<file path="config.mk">
export PLATFORM = sky130hd
export DESIGN_NAME = co2rb_top
export DESIGN_NICKNAME = d
export VERILOG_FILES = /design/src/co2rb_pkg.sv /design/src/co2rb_nv_if.sv /design/src/co2rb_nvstore.sv /design/src/co2rb_sync.sv /design/src/co2rb_top.sv
export SDC_FILE = /design/constraint.sdc
export NUM_CORES = 1
export LEC_CHECK = 0
export BUFFER_PORTS_ARGS = -buffer_cell sky130_fd_sc_hd__buf_2
export CAP_MARGIN = 40
export CORE_MARGIN = 3
export CORE_UTILIZATION = 30
export DETAILED_ROUTE_END_ITERATION = 6
export RECOVER_POWER = 25
export SETUP_SLACK_MARGIN = 0.2
export SLEW_MARGIN = 20
export SYNTH_ARGS = -nofsm -noshare
export SYNTH_HDL_FRONTEND = slang
export SYNTH_SLANG_ARGS = --single-unit
export TNS_END_PERCENT = 5
</file>
<file path="constraint.sdc">
create_clock -name mclk -period 2.7 [get_ports mclk]
set_input_delay 0.54 -clock mclk [delete_from_list [all_inputs] [get_ports mclk]]
set_output_delay 0.54 -clock mclk [all_outputs]
set_load 0.03 [all_outputs]
</file>
<file path="src/co2rb_pkg.sv">
package co2rb_pkg;

   // ------------------------------------------------------------
   // register offsets
   // ------------------------------------------------------------
   localparam logic [7:0] OFF_RESET_CMD = 8'h00;
   localparam logic [7:0] OFF_MODE_SETTING = 8'h01;
   localparam logic [7:0] OFF_STATUS_FLAGS = 8'h02;
   localparam logic [7:0] OFF_CONC_LOW = 8'h03;
   localparam logic [7:0] OFF_CONC_HIGH = 8'h04;
   localparam logic [7:0] OFF_PRESSURE_SETTING = 8'h09;
   localparam logic [7:0] OFF_ALTITUDE_SETTING = 8'h0A;
   localparam logic [7:0] OFF_ALARM_UPPER_LIMIT = 8'h0C;
   localparam logic [7:0] OFF_ALARM_LOWER_LIMIT = 8'h0D;
   localparam logic [7:0] OFF_ADJUST_TRIGGER = 8'h0E;
   localparam logic [7:0] OFF_OUTPUT_OPTIONS = 8'h0F;
   localparam logic [7:0] OFF_SELF_CHECK = 8'h10;
   localparam logic [7:0] OFF_ADJUST_TARGET_PPM = 8'h12;

   // ------------------------------------------------------------
   // field positions
   // ------------------------------------------------------------
   localparam int SOFT_RESET_BIT = 0;
   localparam int ST_BUSY_BIT = 7;
   localparam int ST_ALARM_BIT = 6;
   localparam int ST_ADDR_SEL_BIT = 1;
   localparam int ST_IF_SEL_BIT = 0;
   localparam int ADJ_ZERO_BIT = 1;
   localparam int ADJ_AIR_BIT = 0;
   localparam int OPT_PULSE_EN_BIT = 0;
   localparam int OPT_COMP_EN_BIT = 2;
   localparam int OPT_RANGE_SEL_BIT = 3;
   localparam int SELF_CHECK_FLAG_BIT = 0;

   // ------------------------------------------------------------
   // nonvolatile slots and their defaults
   // ------------------------------------------------------------
   localparam int NV_SLOTS = 8;
   localparam logic [2:0] SLOT_MODE = 3'h0;
   localparam logic [2:0] SLOT_PRESSURE = 3'h1;
   localparam logic [2:0] SLOT_ALTITUDE = 3'h2;
   localparam logic [2:0] SLOT_UPPER = 3'h3;
   localparam logic [2:0] SLOT_LOWER = 3'h4;
   localparam logic [2:0] SLOT_OPTIONS = 3'h5;
   localparam logic [2:0] SLOT_TARGET = 3'h6;
   localparam logic [7:0] RST_MODE = 8'h00;
   localparam logic [7:0] RST_PRESSURE = 8'h00;
   localparam logic [7:0] RST_ALTITUDE = 8'h00;
   // 1000 ppm and 900 ppm at 10 ppm a step: 100 ppm apart
   localparam logic [7:0] RST_UPPER = 8'h64;
   localparam logic [7:0] RST_LOWER = 8'h5A;
   localparam logic [7:0] RST_OPTIONS = 8'h00;
   // 400 ppm at 10 ppm a step
   localparam logic [7:0] RST_TARGET = 8'h28;
   localparam logic [7:0] RST_SPARE = 8'h00;

   // ------------------------------------------------------------
   // values and scales
   // ------------------------------------------------------------
   localparam logic [7:0] MODE_CONTINUOUS = 8'h06;
   localparam logic [14:0] LIMIT_STEP_PPM = 15'h000A;
   localparam logic [14:0] CONC_MAX_PPM = 15'h2710;
   localparam logic [14:0] PULSE_FULL_SCALE_PPM = 15'h1388;

endpackage : co2rb_pkg

</file>
<file path="src/co2rb_nv_if.sv">
`timescale 1ns/1ps
`default_nettype none

// carrier between the register bank and its nonvolatile store
interface co2rb_nv_if;
   logic wr_en;
   logic [2:0] wr_slot;
   logic [7:0] wr_data;
   logic [2:0] rd_slot;
   logic [7:0] rd_data;
   logic [7:0][7:0] vals;

   modport bank (output wr_en, output wr_slot, output wr_data, output rd_slot,
                 input rd_data, input vals);
   modport store (input wr_en, input wr_slot, input wr_data, input rd_slot,
                  output rd_data, output vals);
endinterface : co2rb_nv_if

`default_nettype wire

</file>
<file path="src/co2rb_nvstore.sv">
`timescale 1ns/1ps
`default_nettype none

module co2rb_nvstore (
   // clock and power-on reset
   input wire logic mclk,
   input wire logic sys_rst,
   // store side of the carrier
   co2rb_nv_if.store nv
);

   // ------------------------------------------------------------
   // storage
   // ------------------------------------------------------------
   logic [7:0][7:0] mem_r;

   // power-on reload only; soft reset never reaches here
   always_ff @(posedge mclk) begin
      if (sys_rst) begin
         mem_r <= {co2rb_pkg::RST_SPARE, co2rb_pkg::RST_TARGET, co2rb_pkg::RST_OPTIONS,
                   co2rb_pkg::RST_LOWER, co2rb_pkg::RST_UPPER, co2rb_pkg::RST_ALTITUDE,
                   co2rb_pkg::RST_PRESSURE, co2rb_pkg::RST_MODE};
      end else if (nv.wr_en) begin
         mem_r[nv.wr_slot] <= nv.wr_data;
      end
   end

   // registered read port
   always_ff @(posedge mclk) begin
      if (sys_rst) begin
         nv.rd_data <= 8'h00;
      end else begin
         nv.rd_data <= mem_r[nv.rd_slot];
      end
   end

   // all slots visible to the control logic
   assign nv.vals = mem_r;

endmodule : co2rb_nvstore

`default_nettype wire

</file>
<file path="src/co2rb_sync.sv">
`timescale 1ns/1ps
`default_nettype none

module co2rb_sync (
   // clock and reset
   input wire logic mclk,
   input wire logic sys_rst,
   // asynchronous pin and its filtered level
   input wire logic pin_in,
   output logic level_out
);

   // ------------------------------------------------------------
   // three stages; a change counts once stages two and three agree
   // ------------------------------------------------------------
   logic s1_r;
   logic s2_r;
   logic s3_r;

   // shift chain; s1_r feeds only s2_r
   always_ff @(posedge mclk) begin
      if (sys_rst) begin
         s1_r <= 1'b0;
         s2_r <= 1'b0;
         s3_r <= 1'b0;
      end else begin
         s1_r <= pin_in;
         s2_r <= s1_r;
         s3_r <= s2_r;
      end
   end

   // accept the level only when two samples match
   always_ff @(posedge mclk) begin
      if (sys_rst) begin
         level_out <= 1'b0;
      end else if (s2_r == s3_r) begin
         level_out <= s3_r;
      end
   end

endmodule : co2rb_sync

`default_nettype wire

</file>
<file path="src/co2rb_top.sv">
// Contract
// (RULE_01) Concentration is read-only, 15 bits, low byte at 03H and bits 14..8 at 04H.
// (RULE_02) Status at 02H shows busy, alarm, address-select pin and interface-select pin.
// (RULE_03) A host-writable nonvolatile upper alarm threshold lives at 0CH.
// (RULE_04) A host-writable nonvolatile lower alarm threshold lives at 0DH.
// (RULE_05) The alarm switches with hysteresis between the two limits, 100 ppm by default.
// (RULE_06) Writing 0EH starts user adjustment: bit 1 zero, bit 0 fresh air.
// (RULE_07) The adjustment reference sits nonvolatile at 12H and defaults to 400 ppm.
// (RULE_08) At 0FH bit 0 enables the pulse output, bit 2 compensation, bit 3 pulse range.
// (RULE_09) Pressure at 09H and altitude at 0AH are stored nonvolatile for compensation.
// (RULE_10) Bit 0 of read-only 10H gives the self-diagnosis result, other bits zero.
// (RULE_11) The reported concentration spans 0 to 10000 ppm.
// (RULE_12) The pulse output level saturates at 5000 ppm.
// (RULE_13) Writing 06H to the mode register at 01H selects continuous measurement.
// (RULE_14) The host reads the concentration as two bytes starting at 03H.
// (RULE_15) Writing one to bit 0 of 00H soft-resets the module like power-on.
// (RULE_16) Nonvolatile registers survive soft reset; volatile ones return to defaults.
`timescale 1ns/1ps
`default_nettype none

module co2rb_top (
   // clock and reset
   input wire logic mclk,
   input wire logic sys_rst,
   // register port from the host link
   input wire logic [7:0] reg_addr,
   input wire logic [7:0] reg_wdata,
   input wire logic reg_wr,
   input wire logic reg_rd,
   output logic [7:0] reg_rdata,
   output logic reg_rvalid,
   // measurement engine, same clock
   input wire logic meas_busy,
   input wire logic [14:0] conc_in,
   input wire logic conc_in_valid,
   input wire logic self_check_fault,
   input wire logic adjust_done,
   // strap pins, asynchronous
   input wire logic addr_select_pin,
   input wire logic interface_select_pin,
   // controls toward the rest of the module
   output logic run_continuous,
   output logic alarm_out,
   output logic pulse_output_enable,
   output logic pulse_output_range_sel,
   output logic compensation_enable,
   output logic [12:0] pulse_level,
   output logic [7:0] pressure_out,
   output logic [7:0] altitude_out,
   output logic [7:0] adjust_target_out,
   output logic zero_adj_req,
   output logic air_adj_req,
   output logic soft_reset_pulse
);

   // ------------------------------------------------------------
   // declarations
   // ------------------------------------------------------------
   co2rb_nv_if nv ();
   logic addr_sel_lvl;
   logic if_sel_lvl;
   logic soft_rst_r;
   logic vol_rst;
   logic [14:0] conc_r;
   logic alarm_r;
   logic [1:0] adj_r;
   logic [1:0] adj_nxt;
   logic self_check_r;
   logic rd_pend_r;
   logic [7:0] rd_addr_r;
   logic nv_hit;
   logic [2:0] nv_slot;
   logic [7:0] rdata_nxt;
   logic [14:0] upper_ppm;
   logic [14:0] lower_ppm;
   logic [7:0] opt;

   // ------------------------------------------------------------
   // submodules
   // ------------------------------------------------------------
   co2rb_nvstore u_store (
      .mclk(mclk),
      .sys_rst(sys_rst),
      .nv(nv.store)
   );

   // (RULE_02) strap pin capture
   co2rb_sync u_sync_addr (
      .mclk(mclk),
      .sys_rst(sys_rst),
      .pin_in(addr_select_pin),
      .level_out(addr_sel_lvl)
   );

   co2rb_sync u_sync_if (
      .mclk(mclk),
      .sys_rst(sys_rst),
      .pin_in(interface_select_pin),
      .level_out(if_sel_lvl)
   );

   // ------------------------------------------------------------
   // address decode for the nonvolatile registers
   // ------------------------------------------------------------
   // (RULE_03) (RULE_04) nonvolatile map
   always_comb begin
      nv_hit = 1'b1;
      nv_slot = co2rb_pkg::SLOT_MODE;
      case (reg_addr)
         co2rb_pkg::OFF_MODE_SETTING: nv_slot = co2rb_pkg::SLOT_MODE;
         co2rb_pkg::OFF_PRESSURE_SETTING: nv_slot = co2rb_pkg::SLOT_PRESSURE;
         co2rb_pkg::OFF_ALTITUDE_SETTING: nv_slot = co2rb_pkg::SLOT_ALTITUDE;
         co2rb_pkg::OFF_ALARM_UPPER_LIMIT: nv_slot = co2rb_pkg::SLOT_UPPER;
         co2rb_pkg::OFF_ALARM_LOWER_LIMIT: nv_slot = co2rb_pkg::SLOT_LOWER;
         co2rb_pkg::OFF_OUTPUT_OPTIONS: nv_slot = co2rb_pkg::SLOT_OPTIONS;
         co2rb_pkg::OFF_ADJUST_TARGET_PPM: nv_slot = co2rb_pkg::SLOT_TARGET;
         default: nv_hit = 1'b0;
      endcase
   end

   // (RULE_09) host writes land in the store
   assign nv.wr_en = reg_wr && nv_hit;
   assign nv.wr_slot = nv_slot;
   assign nv.wr_data = reg_wdata;
   assign nv.rd_slot = nv_slot;

   // ------------------------------------------------------------
   // soft reset
   // ------------------------------------------------------------
   // (RULE_15) one-cycle reset of volatile state
   always_ff @(posedge mclk) begin
      if (sys_rst) begin
         soft_rst_r <= 1'b0;
      end else begin
         soft_rst_r <= reg_wr && (reg_addr == co2rb_pkg::OFF_RESET_CMD)
                       && reg_wdata[co2rb_pkg::SOFT_RESET_BIT];
      end
   end

   // (RULE_16) store ignores this, volatile state does not
   assign vol_rst = sys_rst || soft_rst_r;

   always_ff @(posedge mclk) begin
      if (sys_rst) begin
         soft_reset_pulse <= 1'b0;
      end else begin
         soft_reset_pulse <= soft_rst_r;
      end
   end

   // ------------------------------------------------------------
   // concentration capture
   // ------------------------------------------------------------
   // (RULE_11) clip to the reportable span
   always_ff @(posedge mclk) begin
      if (vol_rst) begin
         conc_r <= 15'h0000;
      end else if (conc_in_valid) begin
         conc_r <= (conc_in > co2rb_pkg::CONC_MAX_PPM) ? co2rb_pkg::CONC_MAX_PPM : conc_in;
      end
   end

   // ------------------------------------------------------------
   // alarm with hysteresis
   // ------------------------------------------------------------
   // limits are 8-bit steps, scaled up to ppm
   assign upper_ppm = 15'(nv.vals[co2rb_pkg::SLOT_UPPER]) * co2rb_pkg::LIMIT_STEP_PPM;
   assign lower_ppm = 15'(nv.vals[co2rb_pkg::SLOT_LOWER]) * co2rb_pkg::LIMIT_STEP_PPM;

   // (RULE_05) set at upper, release below lower
   always_ff @(posedge mclk) begin
      if (vol_rst) begin
         alarm_r <= 1'b0;
      end else if (conc_r >= upper_ppm) begin
         alarm_r <= 1'b1;
      end else if (conc_r < lower_ppm) begin
         alarm_r <= 1'b0;
      end
   end

   always_ff @(posedge mclk) begin
      if (sys_rst) begin
         alarm_out <= 1'b0;
      end else begin
         alarm_out <= alarm_r;
      end
   end

   // ------------------------------------------------------------
   // user adjustment requests
   // ------------------------------------------------------------
   // (RULE_06) host sets, done clears; a set in the same cycle wins
   always_comb begin
      adj_nxt = adj_r;
      if (adjust_done) begin
         adj_nxt = 2'b00;
      end
      if (reg_wr && (reg_addr == co2rb_pkg::OFF_ADJUST_TRIGGER)) begin
         adj_nxt = adj_nxt | reg_wdata[co2rb_pkg::ADJ_ZERO_BIT:co2rb_pkg::ADJ_AIR_BIT];
      end
   end

   always_ff @(posedge mclk) begin
      if (vol_rst) begin
         adj_r <= 2'b00;
      end else begin
         adj_r <= adj_nxt;
      end
   end

   // held as levels so the engine cannot miss one
   always_ff @(posedge mclk) begin
      if (vol_rst) begin
         zero_adj_req <= 1'b0;
         air_adj_req <= 1'b0;
      end else begin
         zero_adj_req <= adj_r[co2rb_pkg::ADJ_ZERO_BIT];
         air_adj_req <= adj_r[co2rb_pkg::ADJ_AIR_BIT];
      end
   end

   // ------------------------------------------------------------
   // self diagnosis
   // ------------------------------------------------------------
   // (RULE_10) fault flag follows the engine
   always_ff @(posedge mclk) begin
      if (vol_rst) begin
         self_check_r <= 1'b0;
      end else begin
         self_check_r <= self_check_fault;
      end
   end

   // ------------------------------------------------------------
   // control outputs from stored settings
   // ------------------------------------------------------------
   assign opt = nv.vals[co2rb_pkg::SLOT_OPTIONS];

   // (RULE_08) (RULE_13) (RULE_07) mirror the store into flops
   always_ff @(posedge mclk) begin
      if (sys_rst) begin
         run_continuous <= 1'b0;
         pulse_output_enable <= 1'b0;
         pulse_output_range_sel <= 1'b0;
         compensation_enable <= 1'b0;
         pressure_out <= 8'h00;
         altitude_out <= 8'h00;
         adjust_target_out <= 8'h00;
      end else begin
         run_continuous <= nv.vals[co2rb_pkg::SLOT_MODE] == co2rb_pkg::MODE_CONTINUOUS;
         pulse_output_enable <= opt[co2rb_pkg::OPT_PULSE_EN_BIT];
         pulse_output_range_sel <= opt[co2rb_pkg::OPT_RANGE_SEL_BIT];
         compensation_enable <= opt[co2rb_pkg::OPT_COMP_EN_BIT];
         pressure_out <= nv.vals[co2rb_pkg::SLOT_PRESSURE];
         altitude_out <= nv.vals[co2rb_pkg::SLOT_ALTITUDE];
         adjust_target_out <= nv.vals[co2rb_pkg::SLOT_TARGET];
      end
   end

   // (RULE_12) pulse level clipped at full scale, zero when disabled
   always_ff @(posedge mclk) begin
      if (vol_rst) begin
         pulse_level <= 13'h0000;
      end else if (!opt[co2rb_pkg::OPT_PULSE_EN_BIT]) begin
         pulse_level <= 13'h0000;
      end else if (conc_r > co2rb_pkg::PULSE_FULL_SCALE_PPM) begin
         pulse_level <= co2rb_pkg::PULSE_FULL_SCALE_PPM[12:0];
      end else begin
         pulse_level <= conc_r[12:0];
      end
   end

   // ------------------------------------------------------------
   // read path: address at edge 1, data at edge 2
   // ------------------------------------------------------------
   // the extra stage lets the store keep a registered read port
   always_ff @(posedge mclk) begin
      if (sys_rst) begin
         rd_pend_r <= 1'b0;
         rd_addr_r <= 8'h00;
      end else begin
         rd_pend_r <= reg_rd;
         rd_addr_r <= reg_addr;
      end
   end

   // (RULE_01) (RULE_02) (RULE_14) read mux
   always_comb begin
      rdata_nxt = 8'h00;
      case (rd_addr_r)
         co2rb_pkg::OFF_STATUS_FLAGS: begin
            rdata_nxt[co2rb_pkg::ST_BUSY_BIT] = meas_busy;
            rdata_nxt[co2rb_pkg::ST_ALARM_BIT] = alarm_r;
            rdata_nxt[co2rb_pkg::ST_ADDR_SEL_BIT] = addr_sel_lvl;
            rdata_nxt[co2rb_pkg::ST_IF_SEL_BIT] = if_sel_lvl;
         end
         co2rb_pkg::OFF_CONC_LOW: rdata_nxt = conc_r[7:0];
         co2rb_pkg::OFF_CONC_HIGH: rdata_nxt = {1'b0, conc_r[14:8]};
         co2rb_pkg::OFF_ADJUST_TRIGGER: rdata_nxt = {6'h00, adj_r};
         co2rb_pkg::OFF_SELF_CHECK: rdata_nxt[co2rb_pkg::SELF_CHECK_FLAG_BIT] = self_check_r;
         co2rb_pkg::OFF_MODE_SETTING,
         co2rb_pkg::OFF_PRESSURE_SETTING,
         co2rb_pkg::OFF_ALTITUDE_SETTING,
         co2rb_pkg::OFF_ALARM_UPPER_LIMIT,
         co2rb_pkg::OFF_ALARM_LOWER_LIMIT,
         co2rb_pkg::OFF_OUTPUT_OPTIONS,
         co2rb_pkg::OFF_ADJUST_TARGET_PPM: rdata_nxt = nv.rd_data;
         default: rdata_nxt = 8'h00;
      endcase
   end

   // data holds until the next read completes
   always_ff @(posedge mclk) begin
      if (sys_rst) begin
         reg_rdata <= 8'h00;
         reg_rvalid <= 1'b0;
      end else begin
         reg_rvalid <= rd_pend_r;
         if (rd_pend_r) begin
            reg_rdata <= rdata_nxt;
         end
      end
   end

endmodule : co2rb_top

`default_nettype wire

</file>
* After elaboration in Yosys (flattened, before gate mapping)
Cells that the tools add are included.
** Storage, ports and cells
- Register bits :: 163
- Output and inout port bits :: 54
- Word-level logic and storage cells :: 101
- Input bits :: 41
** Operators by class
- Eq/ne operators :: 23
- Order comparisons :: 6
- Multiplexer cells :: 17
- Bitwise gates (word level) :: 2
- Multipliers :: 2
- Reductions and logical operators :: 12
** Operators with widths (count)
- $eq 8x4->1 const B :: 12
- $bwmux 64 :: 1
- $bmux 8 s3 :: 1
- $demux 8 s3 :: 1
- $eq 8x5->1 const B :: 3
- $mul 8x3->11 const B :: 2
- $pmux 3 s6 :: 1
- $eq 8x1->1 const B :: 2
- $eq 8x2->1 const B :: 2
- $eq 8x3->1 const B :: 2
- $mux 8 :: 2
- $ge 15x12->1 :: 1
- $gt 15x13->1 const B :: 1
- $gt 15x14->1 const B :: 1
- $lt 15x12->1 :: 1
- $mux 15 :: 1
- $reduce_or 7->1 :: 2
- $mux 13 :: 1
- $pmux 4 s3 :: 1
- $logic_not 8->1 :: 1
- $pmux 2 s4 :: 1
- $pmux 1 s6 :: 1
- $logic_and 1x1->1 :: 5
- $pmux 1 s5 :: 1
- 11 further kinds :: 15

* Depth between registers and ports, before layout
- Depth after elaboration :: 7
- Depth in mapped cells :: 15
- Mapped depth without buffers :: 15

* Hierarchy
A second synthesis with hierarchy kept.
** Second synthesis, totals
- Cells, all modules :: 791
- Area total of the unflattened synthesis :: 7521.0 um^2
** By module, submodules not included
- co2rb_top :: instances 1, area each 4179.0 um^2, cells an instance 453
- co2rb_nvstore :: instances 1, area each 3116.7 um^2, cells an instance 318
- co2rb_sync :: instances 2, area each 112.6 um^2, cells an instance 10

* Worst setup path before layout
Ideal clock, no wire load.
- Path kind :: register to register
- From :: register u_store.mem_r, in the netlist u_store.nv.vals[35]
- To :: register alarm_r
- Arrival time :: 2.895 ns
- Setup slack :: -0.312 ns
- Required time :: 2.583 ns
- Setup time :: 0.117 ns
- Stages on the path, launching flop included :: 15
- Period minus slack after synthesis :: 3.012 ns
- Path buffers :: 0
- Path through :: dfxtp_1 -> ha_1 -> ha_1 -> fa_1 -> a21o_1 -> a21oi_1 -> o21bai_1 -> a21oi_1 -> xor2_1 -> ha_1 -> a21o_1 -> a21o_1 -> a21oi_1 -> o21ai_0 -> a22o_1
** Between the ends
- Longest elaborated chain between the ends :: 3
** RTL lines
- from (decl) :: RTL line co2rb_nvstore.sv:15 : logic [7:0][7:0] mem_r;
- from (signal assigned) :: RTL line co2rb_nvstore.sv:20 : mem_r <= {co2rb_pkg::RST_SPARE, co2rb_pkg::RST_TARGET, co2rb_pkg::RST_OPTIONS,
- from (signal, indexed assignment) :: RTL line co2rb_nvstore.sv:24 : mem_r[nv.wr_slot] <= nv.wr_data;
- $mul 8x3->11 :: RTL line co2rb_top.sv:168 : assign lower_ppm = 15'(nv.vals[co2rb_pkg::SLOT_LOWER]) * co2rb_pkg::LIMIT_STEP_PPM;
- $lt 15x12->1 :: RTL line co2rb_top.sv:176 : end else if (conc_r < lower_ppm) begin
- $reduce_bool 2->1 (no line)
- to (signal assigned) :: RTL line co2rb_top.sv:173 : alarm_r <= 1'b0;
- to (signal assigned) :: RTL line co2rb_top.sv:175 : alarm_r <= 1'b1;
- to (signal assigned) :: RTL line co2rb_top.sv:177 : alarm_r <= 1'b0;
- to (decl) :: RTL line co2rb_top.sv:65 : logic alarm_r;
No other way between the ends.
A chain may end at the register's enable or synchronous reset.

* Worst setup path after layout
- From :: register u_store.mem_r, in the netlist u_store.nv.vals[33]
- To :: register alarm_r
The elaborated chain is that of the path after synthesis.

==> results.cfg <==
[timing]
whs_ns = 0.331
final.period_utilization_pct = 105
transition_time_at_the_pin_with_the_least_slew_margin_ns = 1.29
setup_viol = 1
final.setup_skew_ns = 0.0122
timing.final.crit_period_ns = 2.83
maxSlewViolCount = 0
grt_setup_unrepaired = yes
maxSlewHeadroom_pct = 14.3
max_clock_freq_mhz = 353
finalHoldViolations = 0
post_route_setup_slack_ns = -0.132

[clocking]
insertion_delay_ns = 0.43
cts_tree = done
worst_setup_hold_path_clk_slew_ns = 0.06
cts.htree.levels = 4
cts_hold_buf = 0
clkSinkCount = 155
clock_path_buffers = 2
cts-buffers-inserted = 17
clk_root_buffer_cell = sky130_fd_sc_hd__clkbuf_16

[cells_and_area]
synthToLayoutAreaGrowth_pct = 23.6
final_nets = 930
fillers = 2314
insertedDiodeCount = 0
drive_gt1_share_pct = 24.3

[grt]
grt_use_total_pct = 14.5
grt_pass1_wl_um = 29400
number_of_global_route_vias_before_repair = 5413
grt.overflow.total = 0
antenna_found_initial = 1
grt_start_max_net_pins = 34

[yosys]
synth.top_cell.area_share_pct = 44.0
synth_ff_type = sky130_fd_sc_hd__dfxtp_1
main_area_contributors_after_synthesis = sky130_fd_sc_hd__dfxtp_1 44%, sky130_fd_sc_hd__ha_1 8.0%, sky130_fd_sc_hd__mux2i_1 7.0%
synth_seq_area_share_pct = 44.0
yosys.area.top_type = sky130_fd_sc_hd__dfxtp_1
synth_area_um2 = 7050
synth_nets = 814
ys_ff_latch = 155
postSynth.asyncResetShare_pct = 0
syn-mean-instance-area_um2 = 9.71
post_synth_inst_count = 726
yosys_warnings = 0
synth_cell_types = 66
synth-edff-count = 0

[pwr]
netSwitchingFraction_pct = 24.1
max_rail_drop_vdd_uv = 334
clock_power_share_pct = 46.8
p_int_mw = 3.84
power_density_nw_per_um2 = 579
power_frac_seq_pct = 46.7
combinational_power_share_pct = 6.4
cell_leakage_power_nw = 3.79
switching_component_of_the_power_mw = 1.22

[detailed_routing]
1st_pass_router_iterations = 5
drt_iter0_drc = 365
detail-route-antenna-nets = 0
drt_drc_violations_left = 0
routed-via-count = 5677
routed_via_density = 4.86
route.final.wire_length_um = 18600
wire_per_inst_um = 15.9

[die]
die-area_um2 = 25400
floorplan.initialDensity_pct = 30.9
fp.coreArea_um2 = 22800
die_height_um = 159
die_width_um = 159
floorplan.io_pins = 95
rows = 55

[placement]
gpl.final_weighted_congestion = 0.876
detailed_placer_s_ending_hpwl_um = 14000
portBuffers = 94
post-place-ws_ns = -0.164

[critical_path]
critical_path_class = register to register
worstPathRequired_ns = 3.02
worst_r2r_startpoint = u_store.nv.vals[33]
critical_path_arrival_ns = 3.15
critical_path.startpoint_type = register
critical_path.endpoint_type = register
worstSetupStartpoint = u_store.nv.vals[33]
path_max_fanout = 2

[run_status]
status = finished, violations left
violated_checks = setup timing

[flow_run]
max-cap-violations = 0

[min_path]
hp-class = input pin to register
worst_hold_startpoint = addr_select_pin
[metrics by stage]
stage,instances,utilization (%),total power [mW],setup TNS [ns],instance area [um^2]
3_5_place_dp,1135,35.4,2.73,-0.164,8080
4_1_cts,1167,38.0,5.10,-0.170,8680
3_3_place_gp,1135,35.4,2.73,-0.169,8080
6_report,1168,38.2,5.05,-0.132,8720
2_1_floorplan,726,-,2.60,-0.0796,7090
5_1_grt,1168,38.2,5.22,-0.342,8720
[cells in the final DEF, fill, tap and decap left out, types with 4 or more instances in the layout]
cell,count
sky130_fd_sc_hd__dfxtp_1,151
sky130_fd_sc_hd__buf_2,93
sky130_fd_sc_hd__nor2_1,84
sky130_fd_sc_hd__mux2i_1,49
sky130_fd_sc_hd__nor2b_1,47
sky130_fd_sc_hd__ha_1,39
sky130_fd_sc_hd__buf_4,37
sky130_fd_sc_hd__inv_1,33
sky130_fd_sc_hd__a21oi_1,32
sky130_fd_sc_hd__nand2_1,25
sky130_fd_sc_hd__o21ai_0,23
sky130_fd_sc_hd__nor3_1,18
sky130_fd_sc_hd__mux2_2,17
sky130_fd_sc_hd__clkbuf_16,17
sky130_fd_sc_hd__and3_1,12
sky130_fd_sc_hd__a221o_1,11
sky130_fd_sc_hd__a22oi_1,8
sky130_fd_sc_hd__o32ai_1,8
sky130_fd_sc_hd__a21o_1,7
sky130_fd_sc_hd__nand3_1,7
sky130_fd_sc_hd__a31oi_1,7
sky130_fd_sc_hd__xnor2_1,6
sky130_fd_sc_hd__o21a_1,6
sky130_fd_sc_hd__nand4_1,6
sky130_fd_sc_hd__xor2_1,5
sky130_fd_sc_hd__nand2b_1,5
sky130_fd_sc_hd__and2_1,5
sky130_fd_sc_hd__ha_4,5
sky130_fd_sc_hd__clkbuf_1,5
sky130_fd_sc_hd__a211oi_1,4
sky130_fd_sc_hd__o211ai_1,4
[worst max-delay path: stages (launching register included)]
cell and delay [ns]:
sky130_fd_sc_hd__dfxtp_2 0.34, sky130_fd_sc_hd__ha_4 0.24, sky130_fd_sc_hd__ha_4 0.16, sky130_fd_sc_hd__fa_2 0.34, sky130_fd_sc_hd__a21o_1 0.17, sky130_fd_sc_hd__a21oi_2 0.14
sky130_fd_sc_hd__o21bai_1 0.07, sky130_fd_sc_hd__a21oi_1 0.16, sky130_fd_sc_hd__xor2_1 0.17, sky130_fd_sc_hd__ha_1 0.27, sky130_fd_sc_hd__a21o_1 0.16, sky130_fd_sc_hd__a21o_1 0.16
sky130_fd_sc_hd__a21oi_2 0.10, sky130_fd_sc_hd__o21ai_1 0.07, sky130_fd_sc_hd__a22o_1 0.18
[flip-flops by register name, summed over array words and instances (netlist names), 2 cells and up]
name                cells
adj_r                   2
adjust_target_out       8
altitude_out            8
conc_r                 15
pressure_out            8
pulse_level            13
rd_addr_r               8
reg_rdata               8
u_store.nv.rd_data      8
u_store.nv.vals        56
[per-layer routing]
metal / GRT usage, % / part of all wire [%]
met5: 0 / 0.070
met3: 3.82 / 5.1
met2: 23.2 / 46
met1: 18.9 / 47
met4: 5.09 / 1.8
[cell type report]
| type | instances | area [um^2] | share of cell area (%) |
|---|---|---|---|
| multi-input combinational | 501 | 3750 | 43.0 |
| tap | 313 | 392 | 4.49 |
| clock buffer | 20 | 447 | 5.12 |
| inverter | 34 | 128 | 1.46 |
| clock inverter | 12 | 140 | 1.61 |
| sequential | 155 | 3110 | 35.7 |
| timing repair buffer | 133 | 754 | 8.65 |
[path summary, 6_finish.rpt]
| kind | endpoint | slack [ns] | depth (start not counted) |
|---|---|---|---|
| setup / recovery | alarm_r | -0.13 | 14 |
| hold / removal | u_sync_addr.s1_r | 0.33 | 2 |
| setup reg to reg | alarm_r | -0.13 | 14 |
| hold reg to reg | u_sync_if.s2_r | 0.43 | 1 |
[kinds of logic after synthesis]
kind of cell	count (synthesis)	synth area share (%)
mux	66	9.67
flops	155	44.0
compound gates	144	15.0
xor+xnor	12	1.60
fa+ha+maj	47	8.55
simple gates	232	17.1
buf+inv	70	4.05
[timing repair]
item,CTS,global route
setup buffers,0,1
resized for setup,2,11
endpoints found under the setup margin,1,1
pin swaps,7,14
[cells in the mapped netlist, types with 7 or more instances]
library cell	count
sky130_fd_sc_hd__a21o_1	7
sky130_fd_sc_hd__a21oi_1	35
sky130_fd_sc_hd__a221o_1	11
sky130_fd_sc_hd__a22oi_1	8
sky130_fd_sc_hd__a31oi_1	7
sky130_fd_sc_hd__and2_1	7
sky130_fd_sc_hd__and3_1	12
sky130_fd_sc_hd__clkbuf_1	22
sky130_fd_sc_hd__dfxtp_1	155
sky130_fd_sc_hd__ha_1	45
sky130_fd_sc_hd__inv_1	34
sky130_fd_sc_hd__mux2_2	17
sky130_fd_sc_hd__mux2i_1	49
sky130_fd_sc_hd__nand2_1	26
sky130_fd_sc_hd__nand3_1	7
sky130_fd_sc_hd__nor2_1	84
sky130_fd_sc_hd__nor2b_1	47
sky130_fd_sc_hd__nor3_1	18
sky130_fd_sc_hd__o21ai_0	25
sky130_fd_sc_hd__o32ai_1	8
[power by group through the flow]
| stage | Combinational (mW) | Sequential [mW] | Clock [mW] |
|---|---|---|---|
| after global routing | 0.357 | 2.36 | 2.50 |
| after global placement | 0.321 | 2.41 | 0 |
| after detailed placement | 0.324 | 2.41 | 0 |
| final | 0.325 | 2.36 | 2.37 |
| after floorplan | 0.189 | 2.41 | 0 |
| after CTS | 0.325 | 2.36 | 2.42 |
(Power assumes the default switching activity.)
